===== src/verilog/csc_pkg.sv =====
/*
 * Shared constants and carrier types for the clock synthesizer's serial configuration port.
 * Assumes a single 200 MHz system clock; every other signal is sampled against it.
 */
package csc_pkg;

    // ****************************************************************
    // Addressing and protocol.
    // ****************************************************************
    localparam logic [6:0] SLAVE_ADDR = 7'h69;
    localparam logic [7:0] BLOCK_CMD = 8'h00;
    localparam logic [7:0] REG_OFFSET_CTRL0 = 8'h00;
    localparam logic [7:0] BYTE_COUNT = 8'h01;
    localparam logic [3:0] BITS_PER_BYTE = 4'h8;

    // ****************************************************************
    // Control byte 0 layout and reset values.
    // ****************************************************************
    localparam int BIT_SPREAD_EN = 7;
    localparam int BIT_PD_TRISTATE = 6;
    localparam int BIT_DUAL_48M = 5;
    localparam int BIT_CPU_STOP = 4;
    localparam int BIT_PCI_STOP = 3;
    localparam logic RST_SPREAD_EN = 1'b0;
    localparam logic RST_PD_TRISTATE = 1'b0;
    localparam logic RST_DUAL_48M = 1'b0;
    localparam logic RST_PCI_STOP_REG = 1'b1;

    // ****************************************************************
    // Carrier types.
    // ****************************************************************
    typedef struct packed {
        logic spread_en;
        logic pd_tristate;
        logic dual_48m;
    } csc_ctrl_s;

    typedef struct packed {
        logic cpu_clock_stop_n;
        logic pci_clock_stop_n;
        logic [2:0] freq_select;
    } csc_pins_s;

endpackage


===== src/verilog/csc_smbus_slave.sv =====
/*
 * SMBus block read / block write slave exposing control byte 0 of a clock synthesizer.
 * Assumes SCL and SDA arrive as raw pins, far slower than the 200 MHz system clock.
 */
`timescale 1ns/1ps
module csc_smbus_slave (
    input wire logic i_sys_clk,
    input wire logic i_rst,
    input wire logic i_scl,
    input wire logic i_sda,
    output logic o_sda,
    output logic o_sda_oe,
    input wire logic i_power_down_n,
    input wire logic i_cpu_clock_stop_n,
    input wire logic i_pci_clock_stop_n,
    input wire logic [2:0] i_freq_select,
    output csc_pkg::csc_ctrl_s o_ctrl,
    output logic o_pci_stop_eff_n
);

    // ****************************************************************
    // Pin synchronisation.
    // ****************************************************************
    logic scl_s;
    logic sda_s;
    csc_pkg::csc_pins_s pins_s;
    logic scl_d_ff;
    logic sda_d_ff;

    csc_sync #(.WIDTH(2), .RST_VAL(2'h3)) u_bus_sync (
        .i_sys_clk(i_sys_clk),
        .i_rst(i_rst),
        .i_async({i_scl, i_sda}),
        .o_sync({scl_s, sda_s})
    );

    csc_sync #(.WIDTH(5), .RST_VAL(5'h18)) u_pin_sync (
        .i_sys_clk(i_sys_clk),
        .i_rst(i_rst),
        .i_async({i_cpu_clock_stop_n, i_pci_clock_stop_n, i_freq_select}),
        .o_sync(pins_s)
    );

    always_ff @(posedge i_sys_clk) begin
        if (i_rst) begin
            scl_d_ff <= 1'b1;
            sda_d_ff <= 1'b1;
        end else begin
            scl_d_ff <= scl_s;
            sda_d_ff <= sda_s;
        end
    end

    logic scl_rise;
    logic scl_fall;
    logic start_det;
    logic stop_det;
    assign scl_rise = scl_s & ~scl_d_ff;
    assign scl_fall = ~scl_s & scl_d_ff;
    assign start_det = scl_s & scl_d_ff & sda_d_ff & ~sda_s;
    assign stop_det = scl_s & scl_d_ff & ~sda_d_ff & sda_s;

    // ****************************************************************
    // Register file. Power-down does not gate any of this logic.
    // ****************************************************************
    csc_pkg::csc_ctrl_s ctrl_ff;
    logic pci_stop_reg_ff;
    logic [7:0] ctrl0_rd;

    assign o_pci_stop_eff_n = pci_stop_reg_ff & pins_s.pci_clock_stop_n;
    assign ctrl0_rd = {ctrl_ff.spread_en, ctrl_ff.pd_tristate, ctrl_ff.dual_48m,
                       pins_s.cpu_clock_stop_n,
                       o_pci_stop_eff_n,
                       pins_s.freq_select};
    assign o_ctrl = ctrl_ff;

    // ****************************************************************
    // Protocol state machine.
    // ****************************************************************
    typedef enum logic [2:0] {
        ST_IDLE,
        ST_ADDR,
        ST_CMD,
        ST_WCOUNT,
        ST_WDATA,
        ST_RDATA,
        ST_SKIP
    } csc_state_e;

    csc_state_e state_ff;
    logic [7:0] shift_ff;
    logic [3:0] bit_cnt_ff;
    logic ack_phase_ff;
    logic tx_ff;
    logic [7:0] byte_idx_ff;
    logic cmd_ok_ff;
    logic drive_low_ff;
    logic host_nack_ff;

    // The slave only ever pulls low; a released line reads high through the pull-up.
    assign o_sda = 1'b0;
    assign o_sda_oe = drive_low_ff;

    function automatic logic [7:0] tx_byte(input logic [7:0] idx, input logic [7:0] ctrl0);
        if (idx == 8'h00) begin
            tx_byte = csc_pkg::BYTE_COUNT;
        end else if (idx == 8'h01) begin
            tx_byte = ctrl0;
        end else begin
            tx_byte = 8'hff;
        end
    endfunction

    logic [7:0] rx_byte;
    assign rx_byte = {shift_ff[6:0], sda_s};

    always_ff @(posedge i_sys_clk) begin
        if (i_rst) begin
            state_ff <= ST_IDLE;
            shift_ff <= 8'h00;
            bit_cnt_ff <= 4'h0;
            ack_phase_ff <= 1'b0;
            tx_ff <= 1'b0;
            byte_idx_ff <= 8'h00;
            cmd_ok_ff <= 1'b0;
            drive_low_ff <= 1'b0;
            host_nack_ff <= 1'b0;
            ctrl_ff <= '{csc_pkg::RST_SPREAD_EN, csc_pkg::RST_PD_TRISTATE, csc_pkg::RST_DUAL_48M};
            pci_stop_reg_ff <= csc_pkg::RST_PCI_STOP_REG;
        end else if (stop_det) begin
            // Completed bytes already landed in the register; nothing rolls back.
            state_ff <= ST_IDLE;
            drive_low_ff <= 1'b0;
            // A read address is answered only in the transaction that sent the command.
            cmd_ok_ff <= 1'b0;
        end else if (start_det) begin
            state_ff <= ST_ADDR;
            bit_cnt_ff <= 4'h0;
            ack_phase_ff <= 1'b0;
            tx_ff <= 1'b0;
            drive_low_ff <= 1'b0;
        end else if (state_ff != ST_IDLE && state_ff != ST_SKIP) begin
            if (scl_rise && !ack_phase_ff) begin
                shift_ff <= rx_byte;
                bit_cnt_ff <= bit_cnt_ff + 4'h1;
            end else if (scl_rise && ack_phase_ff && tx_ff) begin
                host_nack_ff <= sda_s;
            end
            if (scl_fall && !ack_phase_ff && bit_cnt_ff == csc_pkg::BITS_PER_BYTE) begin
                ack_phase_ff <= 1'b1;
                bit_cnt_ff <= 4'h0;
                drive_low_ff <= 1'b0;
                case (state_ff)
                    ST_ADDR: begin
                        if (shift_ff[7:1] == csc_pkg::SLAVE_ADDR && (shift_ff[0] == 1'b0 || cmd_ok_ff)) begin
                            drive_low_ff <= 1'b1;
                            tx_ff <= 1'b0;
                            byte_idx_ff <= 8'h00;
                        end else begin
                            state_ff <= ST_SKIP;
                            ack_phase_ff <= 1'b0;
                        end
                    end
                    ST_CMD: begin
                        drive_low_ff <= 1'b1;
                        cmd_ok_ff <= (shift_ff == csc_pkg::BLOCK_CMD);
                    end
                    ST_WCOUNT: begin
                        drive_low_ff <= 1'b1;
                    end
                    ST_WDATA: begin
                        drive_low_ff <= 1'b1;
                        if (byte_idx_ff == csc_pkg::REG_OFFSET_CTRL0) begin
                            // Read-only positions are dropped here.
                            ctrl_ff.spread_en <= shift_ff[csc_pkg::BIT_SPREAD_EN];
                            ctrl_ff.pd_tristate <= shift_ff[csc_pkg::BIT_PD_TRISTATE];
                            ctrl_ff.dual_48m <= shift_ff[csc_pkg::BIT_DUAL_48M];
                            pci_stop_reg_ff <= shift_ff[csc_pkg::BIT_PCI_STOP];
                        end
                        if (byte_idx_ff != 8'hff) begin
                            byte_idx_ff <= byte_idx_ff + 8'h01;
                        end
                    end
                    ST_RDATA: begin
                        drive_low_ff <= 1'b0;
                        byte_idx_ff <= byte_idx_ff + 8'h01;
                    end
                    default: begin
                        state_ff <= ST_IDLE;
                    end
                endcase
            end else if (scl_fall && ack_phase_ff) begin
                ack_phase_ff <= 1'b0;
                if (state_ff == ST_ADDR && shift_ff[0]) begin
                    state_ff <= ST_RDATA;
                    tx_ff <= 1'b1;
                    shift_ff <= tx_byte(8'h00, ctrl0_rd);
                    drive_low_ff <= ~tx_byte(8'h00, ctrl0_rd) >> 7 == 8'h01;
                    bit_cnt_ff <= 4'h0;
                end else if (state_ff == ST_RDATA) begin
                    if (host_nack_ff) begin
                        state_ff <= ST_SKIP;
                        drive_low_ff <= 1'b0;
                    end else begin
                        shift_ff <= tx_byte(byte_idx_ff, ctrl0_rd);
                        drive_low_ff <= ~tx_byte(byte_idx_ff, ctrl0_rd) >> 7 == 8'h01;
                    end
                end else begin
                    drive_low_ff <= 1'b0;
                    case (state_ff)
                        ST_ADDR: state_ff <= ST_CMD;
                        ST_CMD: state_ff <= ST_WCOUNT;
                        ST_WCOUNT: state_ff <= ST_WDATA;
                        default: state_ff <= state_ff;
                    endcase
                end
            end else if (scl_fall && tx_ff && bit_cnt_ff != 4'h0) begin
                // Next bit goes out after SCL falls; rx path shifted the old MSB out already.
                drive_low_ff <= ~shift_ff[7];
            end
        end
    end

endmodule


===== src/verilog/csc_sync.sv =====
/*
 * Two-stage synchroniser bank for asynchronous pin inputs.
 * Assumes inputs may change at any time relative to i_sys_clk.
 */
`timescale 1ns/1ps
module csc_sync #(
    parameter int WIDTH = 1,
    parameter logic [WIDTH-1:0] RST_VAL = '0
) (
    input wire logic i_sys_clk,
    input wire logic i_rst,
    input wire logic [WIDTH-1:0] i_async,
    output logic [WIDTH-1:0] o_sync
);

    logic [WIDTH-1:0] meta_ff;
    logic [WIDTH-1:0] sync_ff;

    // The first stage feeds only the second; metastability settles there.
    always_ff @(posedge i_sys_clk) begin
        if (i_rst) begin
            meta_ff <= RST_VAL;
            sync_ff <= RST_VAL;
        end else begin
            meta_ff <= i_async;
            sync_ff <= meta_ff;
        end
    end

    assign o_sync = sync_ff;

endmodule


===== config.mk =====
export PLATFORM = sky130hd
export DESIGN_NAME = csc_smbus_slave
export DESIGN_NICKNAME = d
export VERILOG_FILES = /design/src/verilog/csc_pkg.sv /design/src/verilog/csc_smbus_slave.sv /design/src/verilog/csc_sync.sv
export SDC_FILE = /design/constraint.sdc
export NUM_CORES = 1
export LEC_CHECK = 0
export BUFFER_PORTS_ARGS = -buffer_cell sky130_fd_sc_hd__buf_2
export CAP_MARGIN = 25
export CORE_ASPECT_RATIO = 1.4
export CORE_UTILIZATION = 62
export DETAILED_ROUTE_END_ITERATION = 8
export GPL_ROUTABILITY_DRIVEN = 0
export GPL_TIMING_DRIVEN = 0
export PLACE_DENSITY = 0.88
export SYNTH_ARGS = -nofsm -noshare
export SYNTH_HDL_FRONTEND = slang
export SYNTH_SLANG_ARGS = --single-unit

===== constraint.sdc =====
create_clock -name i_sys_clk -period 5.8 [get_ports i_sys_clk]
set_clock_uncertainty 0.15 [all_clocks]
set_input_delay 0.29 -clock i_sys_clk [delete_from_list [all_inputs] [get_ports i_sys_clk]]
set_output_delay 0.29 -clock i_sys_clk [all_outputs]
set_load 0.005 [all_outputs]

After elaboration in Yosys (flattened, before gate mapping). Cells that the tools add are included.

Output and inout port bits: 6. Bits of input ports: 10. Flip-flop bits (word level): 48.

Multiplexer cells: 63. Equality and inequality tests: 20. Reductions and logical operators: 40. Bitwise gates (word level): 19. $add $sub $neg: 2.

Operator list (count): $mux W8 (26); $mux W4 (6); $pmux W8 S3 (1); $reduce_and A6 Y1 (4); $mux W1 (21); $mux W3 (6); $logic_not A8 Y1 (2); $not A8 Y8 (2); $reduce_bool A3 Y1 (5); $logic_and A1 B1 Y1 (11); $ne A3 B3 Y1 const B (3); $not A1 Y1 (9); $pmux W3 S3 (1); $add A8 B1 Y8 const B (1); $and A1 B1 Y1 (8); $eq A8 B1 Y1 const B (1); $ne A4 B4 Y1 const B (2); $ne A8 B8 Y1 const B (1); $eq A7 B7 Y1 const B (1); $reduce_and A7 Y1 (1); $reduce_bool A7 Y1 (1); $eq A3 B2 Y1 const B (2); $eq A3 B3 Y1 const B (2); $ne A2 B2 Y1 const B (3); 19 further kinds (24).

Logic depth before layout (Yosys ltp). Gate-level depths: netlist (run 1).

Depth in word-level cells: 18. Gate-level depth with buffers: 8. Depth with buffers taken out: 7.

Hierarchy. From an unflattened synthesis (run 1), not the netlist that was laid out.

Cell total of the unflattened synthesis: 302. Area, all modules: 2467.4 sq um.

By module, submodules not included: csc_smbus_slave (instances 1, sequential area each 680.7 sq um, area an instance 2099.5 sq um, cells an instance 274); csc_sync (u_pin_sync) (instances 1, sequential area each 200.2 sq um, area an instance 262.8 sq um, cells an instance 20); csc_sync (u_bus_sync) (instances 1, sequential area each 80.1 sq um, area an instance 105.1 sq um, cells an instance 8).

Worst setup path after synthesis (run 1). No wires, ideal clock.

Kind: register -> register. Start: register bit_cnt_ff[0]. End: register state_ff[0]. Data required time: 5571 ps. Stages on the path, launching flop included: 8. Arrival time: 1864 ps. Path slack: 3707 ps. Buffers on the path: 0. Path through: dfxtp_1 > inv_1 > ha_1 > and3b_1 > o221a_2 > nor4b_1 > or4_1 > a211oi_2.

Cells in the longest elaborated chain, start to end: 5. Elaborated cells between the ends (all ways): 11. Classes of those cells: eq/ne (4); mux (3); reduce/logical (4).

RTL lines: start: declaration (RTL line csc_smbus_slave.sv:92) `logic [3:0] bit_cnt_ff;`; start signal: assignment (RTL line csc_smbus_slave.sv:145) `bit_cnt_ff <= bit_cnt_ff + 4'h1;`; $eq A4 B4 Y1 * (RTL line csc_smbus_slave.sv:149) `if (scl_fall && !ack_phase_ff && bit_cnt_ff == csc_pkg::BITS_PER_BYTE) begin`; $logic_and A1 B1 Y1 * (RTL line csc_smbus_slave.sv:149); branches (longest 3 deep; another with $reduce_and A6 Y1); end signal: assignment (RTL line csc_smbus_slave.sv:214) `default: state_ff <= state_ff;`; end: declaration (RTL line csc_smbus_slave.sv:90) `csc_state_e state_ff;`.

Every way passes the cells marked *. The select of a mux whose other input is x is not followed. A chain may end at the register's enable or synchronous reset.

Worst setup path in the final report (run 1).
Start: register bit_cnt_ff[0]. End: register drive_low_ff (netlist: o_sda_oe).

Cells in the longest elaborated chain, start to end: 4. Elaborated cells between the ends (all ways): 7. Classes of those cells: eq/ne (1); mux (1); reduce/logical (5).

RTL lines: $eq A4 B4 Y1 or $reduce_bool A4 Y1 (tied branches) (RTL line csc_smbus_slave.sv:149, csc_smbus_slave.sv:217); $logic_and A1 B1 Y1, on equally long branches (RTL line csc_smbus_slave.sv:149, csc_smbus_slave.sv:217); $reduce_bool A3 Y1 (no line); $reduce_and A2 Y1 (no line); end signal: assignment (RTL line csc_smbus_slave.sv:219) `drive_low_ff <= ~shift_ff[7];`; end: declaration (RTL line csc_smbus_slave.sv:97) `logic drive_low_ff;`.

Parallel ways exist; a longest one is shown, timed or not.

==> run metrics, run 1 <==
area grow syn2layout 9.56%; syn nets 308; sequential share of the synthesized area 38.4%; post-synthesis adder-cell area fraction 2.50%; final slew viol count 0; Via Count 2243; Clk Tree Root Cell clkbuf_8; PD cells 230 nW/um^2; Reg area 961 um^2; number of synthesis warnings 0; CTS Hold Buffers Added 0; post-synthesis cell area 2500 um^2; Peak supply drop 0.194 mV; most common cell after layout, fill and taps aside dfxtp_1; Ports 16; status completed; fin crit period 2500 ps; placeable core area 3740 um^2; WP data arrival 2590 ps; post-CTS sizing 0; H-Tree Depth 2; Max Cap Violations 0; Syn Area/Cell 8.53 um^2; Seq cells post-synth 48; grt ovf 0; TritonCTS buffer count 5; port bufs 13; crit end category flip-flop; Compound-Gate Fraction of Synth Area 19.5%; Startpoint Class flip-flop; post-synthesis mux area share 3.60%; first-iteration detailed-routing DRC count 116; Pleak 1.00 nW; WL/cell 15.3 um; Worst slew margin 54.8%; CTS Buffer Depth 2; ANT nets after route 0; width of the die 55.7 um; drt drc 0; first-pass GRT wire length 9.67 mm; Post-CTS Setup Repair Bufs 0; xor/xnor cell area share of the yosys netlist 2.80%; Nets 328; Power, Total 0.000629 W; setup TNS 0 ps; commonest cells after routing, fill and taps aside dfxtp_1, o21ai_0, nor2_1; crit path max fanout 10; WS Path Type flip-flop to flip-flop; Post-synth EDFFs 0; antenna cells 0; final period utilization 43.1%; Yosys top cell area share 38.4%; largest family of logic cells by synthesized area simple AND/OR/NAND/NOR gates; clk sink count 48; clock-pin slew on the worst setup and hold paths 90 ps; detailed placer's ending HPWL 3.99 mm; share of cells above drive strength 1 13.7%; largest cells by area after synthesis dfxtp_1, o21ai_0, nor2b_1; worst path required time 5890 ps; # fillers 302; final hold viol count 0; Simple-Gate Fraction of Synth Area 28.3%; chip height 77.1 um; number of global-route vias before repair 2173; initial antenna violation count 0; clk_lat worst skew 300 ps; Min-Delay Path Class input pin to flip-flop; total die area 4290 um^2; GRT Overall Usage 27.8%; Multi-input gate area 1420 um^2; Syn Inst Count 293; DRT Wirelength 5.46 mm; final setup vio count 0; Worst Tran Pin Value 673 ps; DR pass1 iterations 5; Synth area leader dfxtp_1; RSZ-0062 raised after global routing no; # rows 26; Fmax 0.400 GHz; Cell variety after synth 55; Starting Density 66.8%; largest net degree at the start of global routing 16; CTS tree done; vias per cell 6.30; most common flop cell mapped by yosys dfxtp_1; fraction of registers with async set/reset 0%
cell type report:
cell class              count  share of cell area, %
clock inverters             2                   1.42
flip-flops and latches     48                   35.1
well taps                  42                   1.92
repair buffers             13                   2.38
inverters                  16                   2.19
plain buffers              14                   2.10
multi-input cells         215                   51.9
clock buffers               6                   3.02
path summary, 6_finish.rpt:
| path | startpoint | end | slack (ps) | cells after the start |
|---|---|---|---|---|
| max | bit_cnt_ff[0]$_SDFFE_PP0P_ | o_sda_oe$_SDFFE_PP0P_ | 3300 | 8 |
| min | i_pci_clock_stop_n | u_pin_sync.meta_ff[3]$_SDFF_PP1_ | 20 | 2 |
| max reg2reg | bit_cnt_ff[0]$_SDFFE_PP0P_ | o_sda_oe$_SDFFE_PP0P_ | 3300 | 8 |
| min reg2reg | u_bus_sync.meta_ff[1]$_SDFF_PP1_ | u_bus_sync.o_sync[1]$_SDFF_PP1_ | 270 | 1 |
per-layer routing:
layer / part of all wire (%) / GRT usage, % / up-vias
met4: 2.3 / 13.3 / 0
met1: 42 / 31.5 / 1056
met2: 52 / 50.1 / 72
li1: - / - / 1103
met3: 3.7 / 4.22 / 12
met5: 0 / 0 / -
logic make-up (layout without fill, tap and decap cells):
logic type,count (synthesis),in the layout
mux,9,9
buf+inv,30,51
other cells,1,1
flops,48,48
xor+xnor,8,8
compound gates,71,71
fa+ha+maj,5,5
simple gates,121,121
through the flow:
step	std cells	setup slack, ps	utilization [%]	cell area, um^2	hold WS (ps)
after global routing	356	3090	73.2	2740	12.3
final	356	3300	73.2	2740	17.1
after global placement	348	3360	70.0	2620	242
after CTS	356	3330	73.2	2740	14.5
after detailed placement	348	3340	70.0	2620	254
after floorplan	293	3710	-	2500	239
registers in the layout (all words and copies together) (netlist names), 2 cells and up:
register / flops
bit_cnt_ff: 4
byte_idx_ff: 8
o_ctrl: 3
shift_ff: 8
state_ff: 3
u_bus_sync.meta_ff: 2
u_bus_sync.o_sync: 2
u_pin_sync.meta_ff: 5
u_pin_sync.o_sync: 5
cell usage after synthesis (all sizes together), types with 3 or more instances:
cell type and number:
dfxtp 48, o21ai 26, nor2 23, nor2b 17, inv 16, nand2 16, a21oi 13, clkbuf 11
or2 10, mux2i 9, nand4 8, nor3 7, or3 7, a32o 6, nand2b 6, nand3 6
o311ai 6, ha 5, nor4 4, xnor2 4, xor2 4, a211oi 3, buf 3, o221a 3
or4 3
where the power goes:
| part | internal, W | total (W) | switching [W] |
|---|---|---|---|
| Sequential | 0.000335 | 0.000339 | 0.00000355 |
| Combinational | 0.0000140 | 0.0000346 | 0.0000206 |
| Clock | 0.000141 | 0.000255 | 0.000114 |
| Total | 0.000490 | 0.000629 | 0.000139 |
critical path, stage by stage (launching register included):
cell	delay, ps
dfxtp_1	330
inv_1	90
ha_1	190
nand3b_1	100
nor3_1	570
clkbuf_1	410
o21ai_0	160
o221a_2	290
a21oi_1	130
(Power assumes the default switching activity.)
==> run 2: changes to the inputs <==
- CORE_UTILIZATION: 62 -> 60
- PLACE_DENSITY: 0.88 -> 0.86
- clock period: 5.8 -> 2.5 ns (I/O delays scaled with it)
==> run 2 against run 1 <==
- via count rose by 1.1%
- critical endpoint is now state_ff[0]$_SDFFE_PP0P_
- cell area rose by 2.8%
- clock power rose by 130%
- wire length rose by 4.2%
- critical path depth fell by 3
- register-to-register slack got worse by 3200 ps
- first-iteration DRC count fell by 23%
- sequential power rose by 130%
==> run metrics, run 2 (synthesis results as in run 1) <==
Max Cap Violations 0; area grow syn2layout 12.7%; worst setup path start state_ff[0]$_SDFFE_PP0P_; Peak supply drop 0.611 mV; drt drc 0; ANT nets after route 0; reg2reg path depth 5; H-Tree Depth 2; # rows 27; area post-placement 2620 um^2; CTS Buffer Depth 2; initial antenna violation count 0; clock-pin slew on the worst setup and hold paths 90 ps; final period utilization 94.2%; TritonCTS buffer count 5; critical register-to-register path startpoint state_ff[0]$_SDFFE_PP0P_; chip height 78.4 um; RSZ-0062 raised after global routing no; number of global-route vias before repair 2278; GRT Overall Usage 28.1%; Post-CTS Setup Repair Bufs 0; Startpoint Class flip-flop; final setup vio count 0; WHS 30.9 ps; # fillers 311; WS Path Type flip-flop to flip-flop; final slew viol count 0; largest net degree at the start of global routing 16; antenna cells 0; Worst Tran Pin Value 531 ps; first-pass GRT wire length 9.88 mm; PD cells 523 nW/um^2; Core Util, Final 71.3%; total die area 4430 um^2; DRT Wirelength 5.70 mm; Clk Tree Root Cell clkbuf_8; reg2reg setup slack 140 ps; most common cell after layout, fill and taps aside dfxtp_1; Min-Delay Path Class input pin to flip-flop; share of cells above drive strength 1 14.0%; design area 2820 um^2; crit end category flip-flop; fin crit period 2360 ps; final worst slack 144 ps; grt ovf 0; worst path required time 2590 ps; clk_lat worst skew 300 ps; Via Count 2268; width of the die 56.6 um; Worst slew margin 64.4%; setup TNS 0 ps; Setup crit end state_ff[0]$_SDFFE_PP0P_; WP data arrival 2440 ps; Crit Reg-Reg Endpoint state_ff[0]$_SDFFE_PP0P_; Nets 335; port bufs 13; clk sink count 48; final hold viol count 0; WL/cell 15.6 um; placeable core area 3950 um^2; status completed; Fmax 0.424 GHz; first-iteration detailed-routing DRC count 89; Pleak 1.03 nW; Ports 16; DR pass1 iterations 4; commonest cells after routing, fill and taps aside dfxtp_1, o21ai_0, nor2_1; Starting Density 63.2%; crit path max fanout 7; biggest regs byte_idx_ff (8), shift_ff (8); Place WS 36.5 ps; vias per cell 6.23; CTS tree done; detailed placer's ending HPWL 4.11 mm
[run 2: critical path: stages, from the launching register on]
cell and delay (ps):
dfxtp_1 460, or3b_1 470, nor4_4 400, nor4b_1 100
or4_1 510, a211oi_2 200
[run 2: final cells by class]
| cell class | instances | area (um^2) | area share, % |
|---|---|---|---|
| tap | 43 | 53.8 | 1.91 |
| timing repair buffer | 20 | 135 | 4.80 |
| sequential | 48 | 961 | 34.1 |
| buffer | 14 | 58.8 | 2.09 |
| multi-input combinational | 215 | 1430 | 50.6 |
| inverter | 16 | 60.1 | 2.13 |
| clock buffer | 6 | 82.6 | 2.93 |
| clock inverter | 2 | 38.8 | 1.38 |
[run 2: worst min-delay path by stage]
stage | startpoint | to | slack (ps) | depth (start not counted)
floorplan | i_sda | u_bus_sync.meta_ff[0]$_SDFF_PP1_ | 80 | 1
global placement | i_cpu_clock_stop_n | u_pin_sync.meta_ff[4]$_SDFF_PP1_ | 160 | 2
detailed placement | i_scl | u_bus_sync.meta_ff[1]$_SDFF_PP1_ | 160 | 2
CTS | i_rst | state_ff[0]$_SDFFE_PP0P_ | 30 | 3
global route | i_rst | state_ff[0]$_SDFFE_PP0P_ | 50 | 3
finish | i_rst | state_ff[0]$_SDFFE_PP0P_ | 30 | 3
[run 2: power by group]
part            total, W  internal, W  switching [W]
sequential      0.000787     0.000778     0.00000871
combinational  0.0000898    0.0000397      0.0000502
clock           0.000597     0.000327       0.000270
total            0.00147      0.00114       0.000329
[run 2: timing repair]
item                                   4_1_cts  5_1_grt
resized for setup                            1        2
hold buffers                                 7        0
pin swaps                                    0        0
endpoints found under the hold margin        7        0
setup endpoints to repair                    1        1
[run 2: per-stage QoR]
stage | total power (W) | instances
final | 0.00147 | 364
after global routing | 0.00152 | 364
after CTS | 0.00148 | 364
after detailed placement | 0.000883 | 349
after global placement | 0.000880 | 349
after floorplan | 0.000858 | 293
[run 2: routing by layer]
metal | GRT usage, % | part of all wire [%]
met1 | 28.4 | 40
met2 | 54.5 | 54
met3 | 3.95 | 3.2
met4 | 13.9 | 2.4
met5 | 0 | 0
